<file path="src/rtc_pkg.sv">
// Package of constants and carriers for the reload timer counter
package rtc_pkg;

	// =====================================================
	// Register map (byte addresses, word index = byte address / 4)
	// =====================================================
	localparam logic [3:0] RTC_ADDR_CTRL = 4'h0;
	localparam logic [3:0] RTC_ADDR_COUNT = 4'h4;
	localparam logic [3:0] RTC_ADDR_RELOAD = 4'h8;
	localparam logic [3:0] RTC_ADDR_STATUS = 4'hC;
	localparam int RTC_TIMER_STRIDE = 16;
	localparam int RTC_ADDR_W = 5;

	// =====================================================
	// Control field positions
	// =====================================================
	localparam int RTC_CTRL_EN = 0;
	localparam int RTC_CTRL_POL = 1;
	localparam int RTC_CTRL_OUTEN = 2;
	localparam int RTC_CTRL_MODE_LO = 3;
	localparam int RTC_CTRL_PRE_LO = 5;
	localparam int RTC_CTRL_W = 8;

	// =====================================================
	// Reset values and counts
	// =====================================================
	localparam logic [15:0] RTC_COUNT_RST = 16'h0001;
	localparam logic [15:0] RTC_RELOAD_RST = 16'h0000;
	localparam logic [15:0] RTC_COUNT_ONE = 16'h0001;
	localparam logic [15:0] RTC_COUNT_ONES = 16'hFFFF;
	localparam logic [15:0] RTC_COUNT_ZERO = 16'h0000;
	localparam logic [6:0] RTC_PRE_MAX = 7'h7F;

	// Operating modes
	typedef enum logic [1:0] {
		RTC_ONE_SHOT,
		RTC_CONTINUOUS,
		RTC_COUNTER,
		RTC_CMP_COUNTER
	} rtc_mode_type;

	// Software control word
	typedef struct packed {
		logic [2:0] prescale_sel;
		rtc_mode_type mode;
		logic out_enable;
		logic output_polarity_bit;
		logic enable;
	} rtc_ctrl_type;

	// Register bus request
	typedef struct packed {
		logic [RTC_ADDR_W-1:0] addr;
		logic [31:0] wdata;
		logic wr;
		logic rd;
	} rtc_bus_type;

	// Timer state
	typedef struct packed {
		rtc_ctrl_type ctrl;
		logic [15:0] count;
		logic [15:0] reload;
		logic [6:0] pre_cnt;
		logic out_level;
		logic pulse;
		logic irq;
		logic reload_seen;
		logic [2:0] ext_sync;
		logic [2:0] cmp_sync;
		logic [31:0] rdata;
		logic rd_hit;
	} rtc_timer_state_type;

	// Top state
	typedef struct packed {
		logic [31:0] rdata;
	} rtc_top_state_type;

endpackage : rtc_pkg

</file>
<file path="src/rtc_timer.sv">
// One 16-bit reloadable timer channel
//
// The register addresses and the plain strobed port were decided locally.
`timescale 1ns/10ps
module rtc_timer
	import rtc_pkg::*;
(
	input wire logic ref_clk, // System clock
	input wire logic srst, // Synchronous reset
	input wire logic sel, // Bus access targets this channel
	input wire logic [3:0] reg_addr, // Offset within channel
	input wire logic [31:0] wdata, // Write data
	input wire logic wr, // Write strobe
	input wire logic rd, // Read strobe
	input wire logic ext_in, // Timer input pin, asynchronous
	input wire logic cmp_in, // Comparator output, asynchronous
	output logic [31:0] rdata, // Read data, valid with rd_hit
	output logic rd_hit, // Read data valid
	output logic timer_out, // Timer output pin
	output logic irq // Reload event pulse
);

	rtc_timer_state_type st;
	rtc_timer_state_type next_st;

	logic ext_edge;
	logic cmp_edge;
	logic pre_tick;
	logic tick;
	logic at_reload;
	logic [6:0] pre_div;

	// =====================================================
	// Edge detection and count source
	// =====================================================
	always_comb begin
		// Bits 1 and 2 are past the first synchroniser stage
		ext_edge = st.ctrl.output_polarity_bit ?
			(st.ext_sync[1] & ~st.ext_sync[2]) :
			(~st.ext_sync[1] & st.ext_sync[2]);
		cmp_edge = st.ctrl.output_polarity_bit ?
			(st.cmp_sync[1] & ~st.cmp_sync[2]) :
			(~st.cmp_sync[1] & st.cmp_sync[2]);
		pre_div = 7'((8'h01 << st.ctrl.prescale_sel) - 8'h01);
		pre_tick = (st.pre_cnt >= pre_div);
		case (st.ctrl.mode)
			RTC_ONE_SHOT,
			RTC_CONTINUOUS: tick = pre_tick;
			RTC_COUNTER: tick = ext_edge;
			default: tick = cmp_edge;
		endcase
		at_reload = (st.count == st.reload);
	end

	// =====================================================
	// Next state
	// =====================================================
	always_comb begin
		next_st = st;
		next_st.ext_sync = {st.ext_sync[1:0], ext_in};
		next_st.cmp_sync = {st.cmp_sync[1:0], cmp_in};
		next_st.irq = 1'b0;
		next_st.rd_hit = 1'b0;
		next_st.reload_seen = 1'b0;
		if (st.pulse) begin
			next_st.pulse = 1'b0;
			next_st.out_level = ~st.out_level;
		end
		if (st.ctrl.enable) begin
			if (st.ctrl.mode == RTC_ONE_SHOT ||
				st.ctrl.mode == RTC_CONTINUOUS) begin
				next_st.pre_cnt = pre_tick ? 7'h00 :
					7'(st.pre_cnt + 7'h01);
			end
			if (tick) begin
				if (at_reload) begin
					next_st.count = RTC_COUNT_ONE;
					next_st.irq = 1'b1;
					next_st.reload_seen = 1'b1;
					if (st.ctrl.mode == RTC_ONE_SHOT) begin
						next_st.ctrl.enable = 1'b0;
						if (st.ctrl.out_enable) begin
							next_st.out_level = ~st.out_level;
							next_st.pulse = 1'b1;
						end
					end else if (st.ctrl.out_enable) begin
						next_st.out_level = ~st.out_level;
					end
				end else begin
					// Wraps FFFF to 0000 naturally
					next_st.count = 16'(st.count + 16'h0001);
				end
			end
		end
		// Register reads
		if (sel && rd) begin
			next_st.rd_hit = 1'b1;
			if (reg_addr == RTC_ADDR_CTRL) begin
				next_st.rdata = {24'h000000, st.ctrl};
			end else if (reg_addr == RTC_ADDR_COUNT) begin
				next_st.rdata = {16'h0000, st.count};
			end else if (reg_addr == RTC_ADDR_RELOAD) begin
				next_st.rdata = {16'h0000, st.reload};
			end else if (reg_addr == RTC_ADDR_STATUS) begin
				next_st.rdata = {30'h00000000, st.out_level, st.ctrl.enable};
			end else begin
				next_st.rdata = 32'h00000000;
			end
		end
		// Register writes; count and reload accepted whether running or stopped
		if (sel && wr) begin
			if (reg_addr == RTC_ADDR_CTRL) begin
				next_st.ctrl = rtc_ctrl_type'(wdata[RTC_CTRL_W-1:0]);
				if (!wdata[RTC_CTRL_EN]) begin
					// Polarity sets starting output level
					next_st.out_level = wdata[RTC_CTRL_POL];
					next_st.pulse = 1'b0;
				end
				next_st.pre_cnt = 7'h00;
			end else if (reg_addr == RTC_ADDR_COUNT) begin
				next_st.count = wdata[15:0];
			end else if (reg_addr == RTC_ADDR_RELOAD) begin
				next_st.reload = wdata[15:0];
			end
		end
	end

	always_ff @(posedge ref_clk) begin
		if (srst) begin
			st <= '0;
			st.count <= RTC_COUNT_RST;
			st.reload <= RTC_RELOAD_RST;
		end else begin
			st <= next_st;
		end
	end

	assign rdata = st.rdata;
	assign rd_hit = st.rd_hit;
	assign timer_out = st.out_level;
	assign irq = st.irq;

endmodule : rtc_timer

</file>
<file path="src/rtc_top.sv">
// Dual 16-bit reload timer counter with register port
`timescale 1ns/10ps
module rtc_top
	import rtc_pkg::*;
#(
	parameter int NUM_TIMERS = 2 // Timer channels, 1 or 2
)(
	input wire logic ref_clk, // 40 MHz system clock
	input wire logic srst, // Synchronous reset, active high
	input wire logic [RTC_ADDR_W-1:0] addr, // Register byte address
	input wire logic [31:0] wdata, // Write data
	input wire logic wr, // Write strobe
	input wire logic rd, // Read strobe
	output logic [31:0] rdata, // Read data, cycle after rd
	input wire logic [NUM_TIMERS-1:0] ext_in, // Timer input pins
	input wire logic cmp_in, // Analog comparator output
	output logic [NUM_TIMERS-1:0] timer_out, // Timer output pins
	output logic [NUM_TIMERS-1:0] irq // Reload interrupt pulses
);

	logic [31:0] ch_rdata [NUM_TIMERS];
	logic [NUM_TIMERS-1:0] ch_hit;

	// =====================================================
	// Timer channels
	// =====================================================
	genvar gi;
	generate
		for (gi = 0; gi < NUM_TIMERS; gi++) begin : g_ch
			rtc_timer u_timer (
				.ref_clk(ref_clk),
				.srst(srst),
				.sel(int'(addr[RTC_ADDR_W-1]) == gi),
				.reg_addr(addr[3:0]),
				.wdata(wdata),
				.wr(wr),
				.rd(rd),
				.ext_in(ext_in[gi]),
				.cmp_in(cmp_in),
				.rdata(ch_rdata[gi]),
				.rd_hit(ch_hit[gi]),
				.timer_out(timer_out[gi]),
				.irq(irq[gi])
			);
		end
	endgenerate

	// =====================================================
	// Read data merge; unmapped reads return zero
	// =====================================================
	always_comb begin
		rdata = 32'h00000000;
		for (int i = 0; i < NUM_TIMERS; i++) begin
			if (ch_hit[i]) begin
				rdata = ch_rdata[i];
			end
		end
	end

endmodule : rtc_top

</file>
<file path="config.mk">
export PLATFORM = sky130hd
export DESIGN_NAME = rtc_top
export DESIGN_NICKNAME = d
export VERILOG_FILES = /design/src/rtc_pkg.sv /design/src/rtc_timer.sv /design/src/rtc_top.sv
export SDC_FILE = /design/constraint.sdc
export NUM_CORES = 1
export LEC_CHECK = 0
export BUFFER_PORTS_ARGS = -buffer_cell sky130_fd_sc_hd__buf_2
export CAP_MARGIN = 20
export CORE_ASPECT_RATIO = 0.5
export CORE_MARGIN = 1
export CORE_UTILIZATION = 50
export DETAILED_ROUTE_END_ITERATION = 6
export GPL_ROUTABILITY_DRIVEN = 0
export PLACE_DENSITY_LB_ADDON = 0.25
export SYNTH_ARGS = -nofsm -noshare
export SYNTH_HDL_FRONTEND = slang
export SYNTH_HIERARCHICAL = 1
export SYNTH_SLANG_ARGS = --single-unit
</file>
<file path="constraint.sdc">
create_clock -name ref_clk -period 3.1 [get_ports ref_clk]
set_clock_uncertainty 0.1 [all_clocks]
set_input_delay 0.465 -clock ref_clk [delete_from_list [all_inputs] [get_ports ref_clk]]
set_output_delay 0.465 -clock ref_clk [all_outputs]
set_load 0.02 [all_outputs]
</file>
==> qor.yml, run 1 <==
cp-end-kind: "flip-flop"
area_growth_pct: 8.10
clk_latency_ps: 420
crit_type: "reg2reg"
hp-class: "in2reg"
yosysUniqueCellTypes: 62
syn_inst: 1036
dieArea_um2: 17200
slew_headroom: 0.417
syn_area_per_cell_um2: 8.02
vias_per_cell: 5.93
hold_slack_ps: 155
ys_seq_area_frac: 0.352
yosys_most_used_dff: "dfxtp_1"
power_density_nw_per_um2: 494
die_w_um: 184
drive_gt1_frac: 0.114
worstPathRequired_ps: 3340
cpPeakStageDelay_ps: 490
firstDrtPassIters: 5
finalHoldViolations: 0
crit_chain: "or3_1, ha_1, nor2b_1, o21ai_0, a211oi_1, or3_1, or3_1, a311oi_1"
wl_per_cell_um: 18.4
pin_count: 80
grt.total_usage: 0.277
grt-ovfl-total: 0
cellLeakagePower_nw: 3.30
final.period_utilization: 0.940
ctsLongestPathBuffers: 2
htreeDepth: 4
hpwl_mm: 16.0
initial_core_util: 0.525
drtIter0Drc: 581
tightest_slew_ps: 868
io_buffers: 47
cts_hold_buf: 0
peakVddDrop_uv: 386
rsz0062_at_grt: "no"
tns_ps: 0
synth_edf_count: 0
cts_made_buffers: 17
grt_max_degree: 67
clock_sinks: 146
clkTransAtPathRegs_ps: 60
cts_setup_buffers: 0
outcome: "finished clean"
path_common_cell: "or3_1"
ant_nets: 0
core-area_um2: 15800
start_kind: "flip-flop"
cts_tree: "done"
setup_viol_count_final: 0
yosysWarnings: 6
synth_area_um2: 8310
grt_pass1_vias: 6734
slew_violations: 0
critical_path_arrival_ps: 3150
path_max_fanout: 6
ys_seq_elements: 146
root_buffer: "clkbuf_16"
final_nets: 1089
diodes: 0
post-route-min-period_ps: 2910
worst_path_max_delay_cell: "or3_1"
antenna_found_initial: 0
max_freq_mhz: 343
cap_violations: 0
routed_wl_mm: 23.2
drc_errors: 0
fp-row-count: 32
cts_resized: 0
synth-async-reset-ratio: 0
grt_pass1_wl_mm: 36.2
die_h_um: 93.2
num_vias: 7474
==> final cells by class <==
| cell class | instances | area (µm²) |
|---|---|---|
| Clock buffer | 18 | 439 |
| Clock inverter | 13 | 195 |
| Fill cell | 1473 | 6830 |
| Inverter | 12 | 45.0 |
| Multi-Input combinational cell | 780 | 4680 |
| Sequential cell | 146 | 2920 |
| Tap cell | 221 | 277 |
| Timing Repair Buffer | 70 | 423 |
==> flip-flops by register name (all words and copies together), names as in the netlist <==
| register | flops |
|---|---|
| g_ch.u_timer/st | 100 |
| g_ch.u_timer/rdata | 32 |
| g_ch.u_timer/next_st | 8 |
| g_ch.u_timer/irq | 2 |
| g_ch.u_timer/rd_hit | 2 |
| g_ch.u_timer/timer_out | 2 |
==> cells in the final DEF (no fill, tap or decap), drive strengths merged, types with 7 or more instances in the layout <==
cell / n
xnor2: 28
xor2: 22
o211ai: 7
nand4: 9
a22o: 48
conb: 32
a21oi: 77
inv: 18
and3: 8
mux2i: 16
or3: 8
and2: 7
o21ai: 42
clkbuf: 18
a311oi: 8
dfxtp: 146
nand3: 25
nand2: 151
nor4: 15
nor3: 20
a31oi: 10
nor2b: 24
nor2: 103
buf: 70
a22oi: 34
a211oi: 10
ha: 18
==> worst max-delay path: cells and delay by family, from the launching register on <==
kind / cells / cell delay, ps
AOI/OAI and AO/OA: 3 / 820
DFF: 1 / 370
and+or+nand+nor: 4 / 1260
adders and majority gates: 1 / 280
==> per-layer routing <==
metal / global-route usage / part of all wire
met1: 0.367 / 0.44
met2: 0.441 / 0.46
met3: 0.0666 / 0.081
met4: 0.0951 / 0.023
met5: 0 / 0
==> where the power goes <==
part	internal, mW	switching (mW)	leakage, nW
registers	1.89	0.0226	1.18
logic	0.0832	0.196	1.82
clock network	1.38	0.858	0.301
==> worst paths after layout <==
path                                             startpoint                           to  slack, ps  depth (start not counted)
worst min register to register  g_ch[1].u_timer/next_st[37]  g_ch[1].u_timer/next_st[38]        340                          1
worst max register to register       g_ch[0].u_timer/st[87]       g_ch[0].u_timer/st[80]        190                          8
worst min-delay path                              ext_in[1]  g_ch[1].u_timer/next_st[37]        160                          2
worst max-delay path                 g_ch[0].u_timer/st[87]       g_ch[0].u_timer/st[80]        190                          8
==> cell families (layout without fill, tap and decap cells) <==
logic type	after synthesis	after routing	synth area share
multiplexers	20	20	0.0274
other	2	32	0.000904
adder cells (fa/ha/maj)	18	18	0.0271
XOR/XNOR	50	50	0.0527
AO/OA/AOI/OAI	259	259	0.207
buffers and inverters	140	113	0.0992
flip-flops	146	146	0.352
AND/OR/NAND/NOR	401	401	0.234
==> synthesized netlist by cell type, types with 23 or more instances <==
cell type | number | area, µm²
o21ai_0 | 37 | 185
nand2_1 | 151 | 567
nor2b_1 | 23 | 144
xnor2_1 | 28 | 245
nor2_1 | 103 | 387
buf_4 | 65 | 488
clkbuf_1 | 42 | 158
dfxtp_1 | 146 | 2920
a22o_1 | 48 | 420
nand3_1 | 24 | 120
a22oi_1 | 34 | 255
a21oi_1 | 77 | 385
==> metrics by stage <==
stage	util	cell area [µm²]	std cells	total power [mW]	setup WS (ps)
after floorplan	-	8420	1066	2.16	488
after global placement	0.528	8340	1229	2.22	317
after detailed placement	0.528	8340	1229	2.23	253
after CTS	0.568	8980	1260	4.45	241
after global routing	0.568	8980	1260	4.57	27.7
final	0.568	8980	1260	4.43	187
Power figures use the tool's default switching activity.
==> run 2, diff against run 1 <==
==> constraint.sdc (replaced) <==
create_clock -name ref_clk -period 2.82 [get_ports ref_clk]
set_clock_uncertainty 0.1 [all_clocks]
set_input_delay 0.423 -clock ref_clk [delete_from_list [all_inputs] [get_ports ref_clk]]
set_output_delay 0.423 -clock ref_clk [all_outputs]
set_load 0.02 [all_outputs]
==> qor.yml, run 2 (same netlist as run 1, synthesis figures left out) <==
initial_core_util: 0.525  # unchanged
num_vias: 7603  # +1.7%
path_max_fanout: 6  # unchanged
tightest_slew_ps: 673  # -194 ps
drtIter0Drc: 732  # +26%
area_growth_pct: 9.53
slew_headroom: 0.550  # +0.133
clkTransAtPathRegs_ps: 70  # about the same
setup_viol_count_final: 0  # unchanged
grt_max_degree: 59  # -12%
io_buffers: 47  # unchanged
drive_gt1_frac: 0.133  # +0.0192
max_freq_mhz: 379  # +10%
hp-class: "in2reg"
tns_ps: 0  # unchanged
post-route-min-period_ps: 2640  # -277 ps
final.period_utilization: 0.935  # -0.00476
top_register: "g_ch.u_timer/st"
largest_reg_flops: 100  # unchanged
firstDrtPassIters: 5  # unchanged
diodes: 0  # unchanged
instances_no_fill: 1283  # +1.8%
grt-ovfl-total: 0  # unchanged
final_common_cell: "nand2_1"
power_density_nw_per_um2: 505  # +2.4%
cts_hold_buf: 0  # unchanged
cts_setup_buffers: 0  # unchanged
die_h_um: 93.2  # unchanged
root_buffer: "clkbuf_16"
outcome: "finished clean"
cp-end-kind: "flip-flop"
pin_count: 80  # unchanged
critical_path_arrival_ps: 2880  # -270 ps
cellLeakagePower_nw: 3.39  # +2.5%
cts_made_buffers: 17  # unchanged
cts_tree: "done"
fp-row-count: 32  # unchanged
grt_pass1_wl_mm: 36.9  # +1.9%
cap_violations: 0  # unchanged
mostFrequentLayoutCells: "nand2_1, dfxtp_1, nor2_1, a21oi_1, a22o_1"
numPlacedInstances: 1251  # +1.8%
peakVddDrop_uv: 446  # +15%
clock_sinks: 146  # unchanged
routed_wl_mm: 23.4  # +0.62%
die_w_um: 184  # unchanged
ant_nets: 0  # unchanged
clk_latency_ps: 430  # about the same
dieArea_um2: 17200  # unchanged
hpwl_mm: 16.5  # +2.7%
slew_violations: 0  # unchanged
final_nets: 1111  # +2.0%
ctsLongestPathBuffers: 2  # unchanged
rsz0062_at_grt: "no"
drc_errors: 0  # unchanged
antenna_found_initial: 0  # unchanged
start_kind: "flip-flop"
finalHoldViolations: 0  # unchanged
core-area_um2: 15800  # unchanged
htreeDepth: 4  # unchanged
worstPathRequired_ps: 3060  # -280 ps
grt_pass1_vias: 6926  # +2.9%
crit_type: "reg2reg"
grt.total_usage: 0.280  # +0.00276
wl_per_cell_um: 18.2  # -1.2%
vias_per_cell: 5.93  # about the same
-- run 2: final timing paths --
| check | from | end | slack (ps) | depth (start not counted) |
|---|---|---|---|---|
| max | g_ch[0].u_timer/st[89] | g_ch[0].u_timer/st[80] | 180 | 9 |
| min | ext_in[0] | g_ch[0].u_timer/next_st[37] | 100 | 2 |
| max reg2reg | g_ch[0].u_timer/st[89] | g_ch[0].u_timer/st[80] | 180 | 9 |
| min reg2reg | g_ch[1].u_timer/next_st[34] | g_ch[1].u_timer/next_st[35] | 340 | 1 |
-- run 2: repair_timing --
action | CTS | global route
endpoints found under the setup margin | 0 | 24
gates resized for setup | 0 | 8
endpoints found under the hold margin | 0 | 0
-- run 2: worst max-delay path, cell delays in order, from the launching register on --
cell,delay [ps]
dfxtp_1,420
buf_4,160
nand2_1,60
ha_1,270
nand2_1,70
nor2_1,250
a211oi_2,170
or3_1,470
or3_1,330
a311oi_1,250
-- run 2: cell type report --
class                      instances  area, µm²
inverter                          12       45.0
fill                            1411       6710
multi-input combinational        780       4700
clock inverter                    13        115
clock buffer                      19        443
timing repair buffer              92        601
sequential                       146       2920
tap                              221        277
-- run 2: per-layer routing --
| layer | wire length (µm) | global-route usage | vias up |
|---|---|---|---|
| li1 | - | - | 3626 |
| met1 | 10300 | 0.377 | 3570 |
| met2 | 10700 | 0.445 | 358 |
| met3 | 1930 | 0.0588 | 49 |
| met4 | 510 | 0.0931 | 0 |
| met5 | 0 | 0 | - |
-- run 2: metrics by stage --
stage	area (µm²)	hold WS, ps	utilization	setup WS (ps)	total power, mW
floorplan	8420	314	-	208	2.37
global placement	8520	318	0.539	118	2.45
detailed placement	8520	327	0.539	59.7	2.46
CTS	9080	86.9	0.574	57.6	4.61
global route	9100	106	0.576	18.3	4.74
finish	9100	100	0.576	183	4.60
-- run 2: report_power, final --
| group | switching, mW | internal (mW) | total [mW] |
|---|---|---|---|
| combinational | 0.220 | 0.0998 | 0.320 |
| sequential | 0.0213 | 2.08 | 2.10 |
| clock | 0.996 | 1.18 | 2.18 |
| total | 1.24 | 3.36 | 4.60 |
==> run 3, diff against run 2 <==
--- a/config.mk
+++ b/config.mk
@@ -5,7 +5,7 @@
 export SDC_FILE = /design/constraint.sdc
 export NUM_CORES = 1
 export LEC_CHECK = 0
-export BUFFER_PORTS_ARGS = -buffer_cell sky130_fd_sc_hd__buf_2
+export BUFFER_PORTS_ARGS = -buffer_cell sky130_fd_sc_hd__buf_4
 export CAP_MARGIN = 20
 export CORE_ASPECT_RATIO = 0.5
 export CORE_MARGIN = 1
==> qor.yml, run 3 (same netlist as run 1, synthesis figures left out) <==
antenna_found_initial: 0  # unchanged
outcome: "finished clean"
final_common_cell: "nand2_1"
routed_wl_mm: 22.8  # -2.2%
cts_tree: "done"
instances_no_fill: 1271  # -0.94%
clkTransAtPathRegs_ps: 70  # about the same
htreeDepth: 4  # unchanged
dieArea_um2: 17200  # unchanged
initial_core_util: 0.525  # unchanged
firstDrtPassIters: 5  # unchanged
largest_reg_flops: 100  # unchanged
drive_gt1_frac: 0.125  # -0.00801
hpwl_mm: 15.9  # -3.7%
peakVddDrop_uv: 496  # +11%
io_buffers: 47  # unchanged
crit_family: "simple AND/OR/NAND/NOR gates"
top_register: "g_ch.u_timer/st"
ant_nets: 0  # unchanged
path_common_cell: "or3_1"
worst_path_max_delay_cell: "or3_1"
die_h_um: 93.2  # unchanged
fin_ws_ps: 177  # -6.85 ps
path_depth: 8  # -1
hp-class: "in2reg"
numPlacedInstances: 1239  # -0.96%
post-route-min-period_ps: 2640  # +6.84 ps
die_w_um: 184  # unchanged
cpPeakStageDelay_ps: 450  # -20 ps
worstHoldPathCells: 2  # unchanged
ctsLongestPathBuffers: 2  # unchanged
switching_power_mw: 1.19  # -3.5%
mostFrequentLayoutCells: "nand2_1, dfxtp_1, nor2_1, buf_4, a21oi_1"
setup_viol_count_final: 0  # unchanged
grt_pass1_wl_mm: 36.4  # -1.3%
area_growth_pct: 10.2
tightest_slew_ps: 718  # +45.1 ps
drc_errors: 0  # unchanged
cp-end-kind: "flip-flop"
crit_type: "reg2reg"
vias_per_cell: 5.92  # about the same
drtIter0Drc: 575  # -21%
num_vias: 7526  # -1.0%
grt.total_usage: 0.277  # -0.00313
seqPwrFrac: 0.448  # -0.009
rr_worst_depth: 8  # -1
cap_violations: 0  # unchanged
pin_count: 80  # unchanged
clk_latency_ps: 430  # about the same
clock_sinks: 146  # unchanged
rsz0062_at_grt: "yes"
grt_pass1_vias: 6846  # -1.2%
final_nets: 1099  # -1.1%
power_density_nw_per_um2: 513  # +1.6%
finalHoldViolations: 0  # unchanged
core-area_um2: 15800  # unchanged
cts_made_buffers: 17  # unchanged
root_buffer: "clkbuf_16"
grt_max_degree: 66  # +12%
start_kind: "flip-flop"
diodes: 0  # unchanged
comb_power_share: 0.068  # -0.002
worstPathRequired_ps: 3060  # about the same
crit_chain: "or3_1, ha_1, nor2b_1, o21ai_2, a211oi_2, or3_1, or3_1, a311oi_1"
crit_buf_inv: 0  # -1
final.period_utilization: 0.937  # +0.00243
internal-power_mw: 3.51  # +4.3%
slew_violations: 0  # unchanged
path_max_fanout: 7  # +1
cellLeakagePower_nw: 3.35  # -1.1%
slew_headroom: 0.521  # -0.0291
sw_frac_of_total: 0.254  # -0.0150
fp-row-count: 32  # unchanged
max_freq_mhz: 378  # -0.26%
wl_per_cell_um: 18.0  # -1.3%
dp_slack_ps: 15.8  # -43.9 ps
grt-ovfl-total: 0  # unchanged
critical_path_arrival_ps: 2880  # about the same
pwr-share-clk: 0.484  # +0.011
[run 3: power groups by stage]
stage / Sequential (mW) / Clock (mW) / Combinational, mW
finish: 2.11 / 2.27 / 0.322
global route: 2.11 / 2.42 / 0.344
CTS: 2.11 / 2.31 / 0.313
detailed placement: 2.15 / 0 / 0.311
global placement: 2.15 / 0 / 0.308
floorplan: 2.15 / 0 / 0.225
[run 3: layer usage]
metal / global-route usage / part of all wire / up-vias
met2: 0.431 / 0.44 / 317
met5: 0 / 0 / -
li1: - / - / 3586
met1: 0.372 / 0.45 / 3570
met4: 0.115 / 0.030 / 0
met3: 0.0569 / 0.074 / 53
[run 3: worst paths after layout]
kind | startpoint | endpoint | slack [ps]
worst max register to register | g_ch[0].u_timer/st[88] | g_ch[0].u_timer/st[80] | 180
worst min-delay path | cmp_in | g_ch[1].u_timer/next_st[34] | 110
worst max-delay path | g_ch[0].u_timer/st[88] | g_ch[0].u_timer/st[80] | 180
worst min register to register | g_ch[1].u_timer/next_st[37] | g_ch[1].u_timer/next_st[38] | 340
[run 3: what timing repair did]
action                     4_1_cts  5_1_grt
gates resized for setup          1       10
pin swaps                        0        3
setup endpoints to repair        1       24
hold buffers                     0        0
buffers inserted                 0        0
hold endpoints to repair         0        0
[run 3: per-stage QoR]
| step | utilization | hold slack, ps | total power [mW] | setup TNS (ps) | instance area (µm²) |
|---|---|---|---|---|---|
| finish | 0.579 | 113 | 4.70 | 0 | 9160 |
| floorplan | - | 314 | 2.37 | 0 | 8420 |
| CTS | 0.577 | 98.1 | 4.72 | 0 | 9120 |
| global placement | 0.540 | 316 | 2.46 | 0 | 8530 |
| detailed placement | 0.540 | 327 | 2.46 | 0 | 8530 |
| global route | 0.579 | 99.9 | 4.87 | -35.9 | 9160 |
[run 3: worst reg2reg max path, cell delays in order, from the launching register on]
cell and delay (ps):
dfxtp_1 360, or3_1 370, ha_1 290, nor2b_1 50, o21ai_2 200, a211oi_2 150, or3_1 450, or3_1 320
a311oi_1 250
[run 3: area by class of cell]
cell class / count / area, µm²
Fill cell: 1442 / 6660
Multi-Input combinational cell: 780 / 4720
Sequential cell: 146 / 2920
Timing Repair Buffer: 80 / 613
Clock buffer: 19 / 433
Tap cell: 221 / 277
Clock inverter: 13 / 151
Inverter: 12 / 45.0
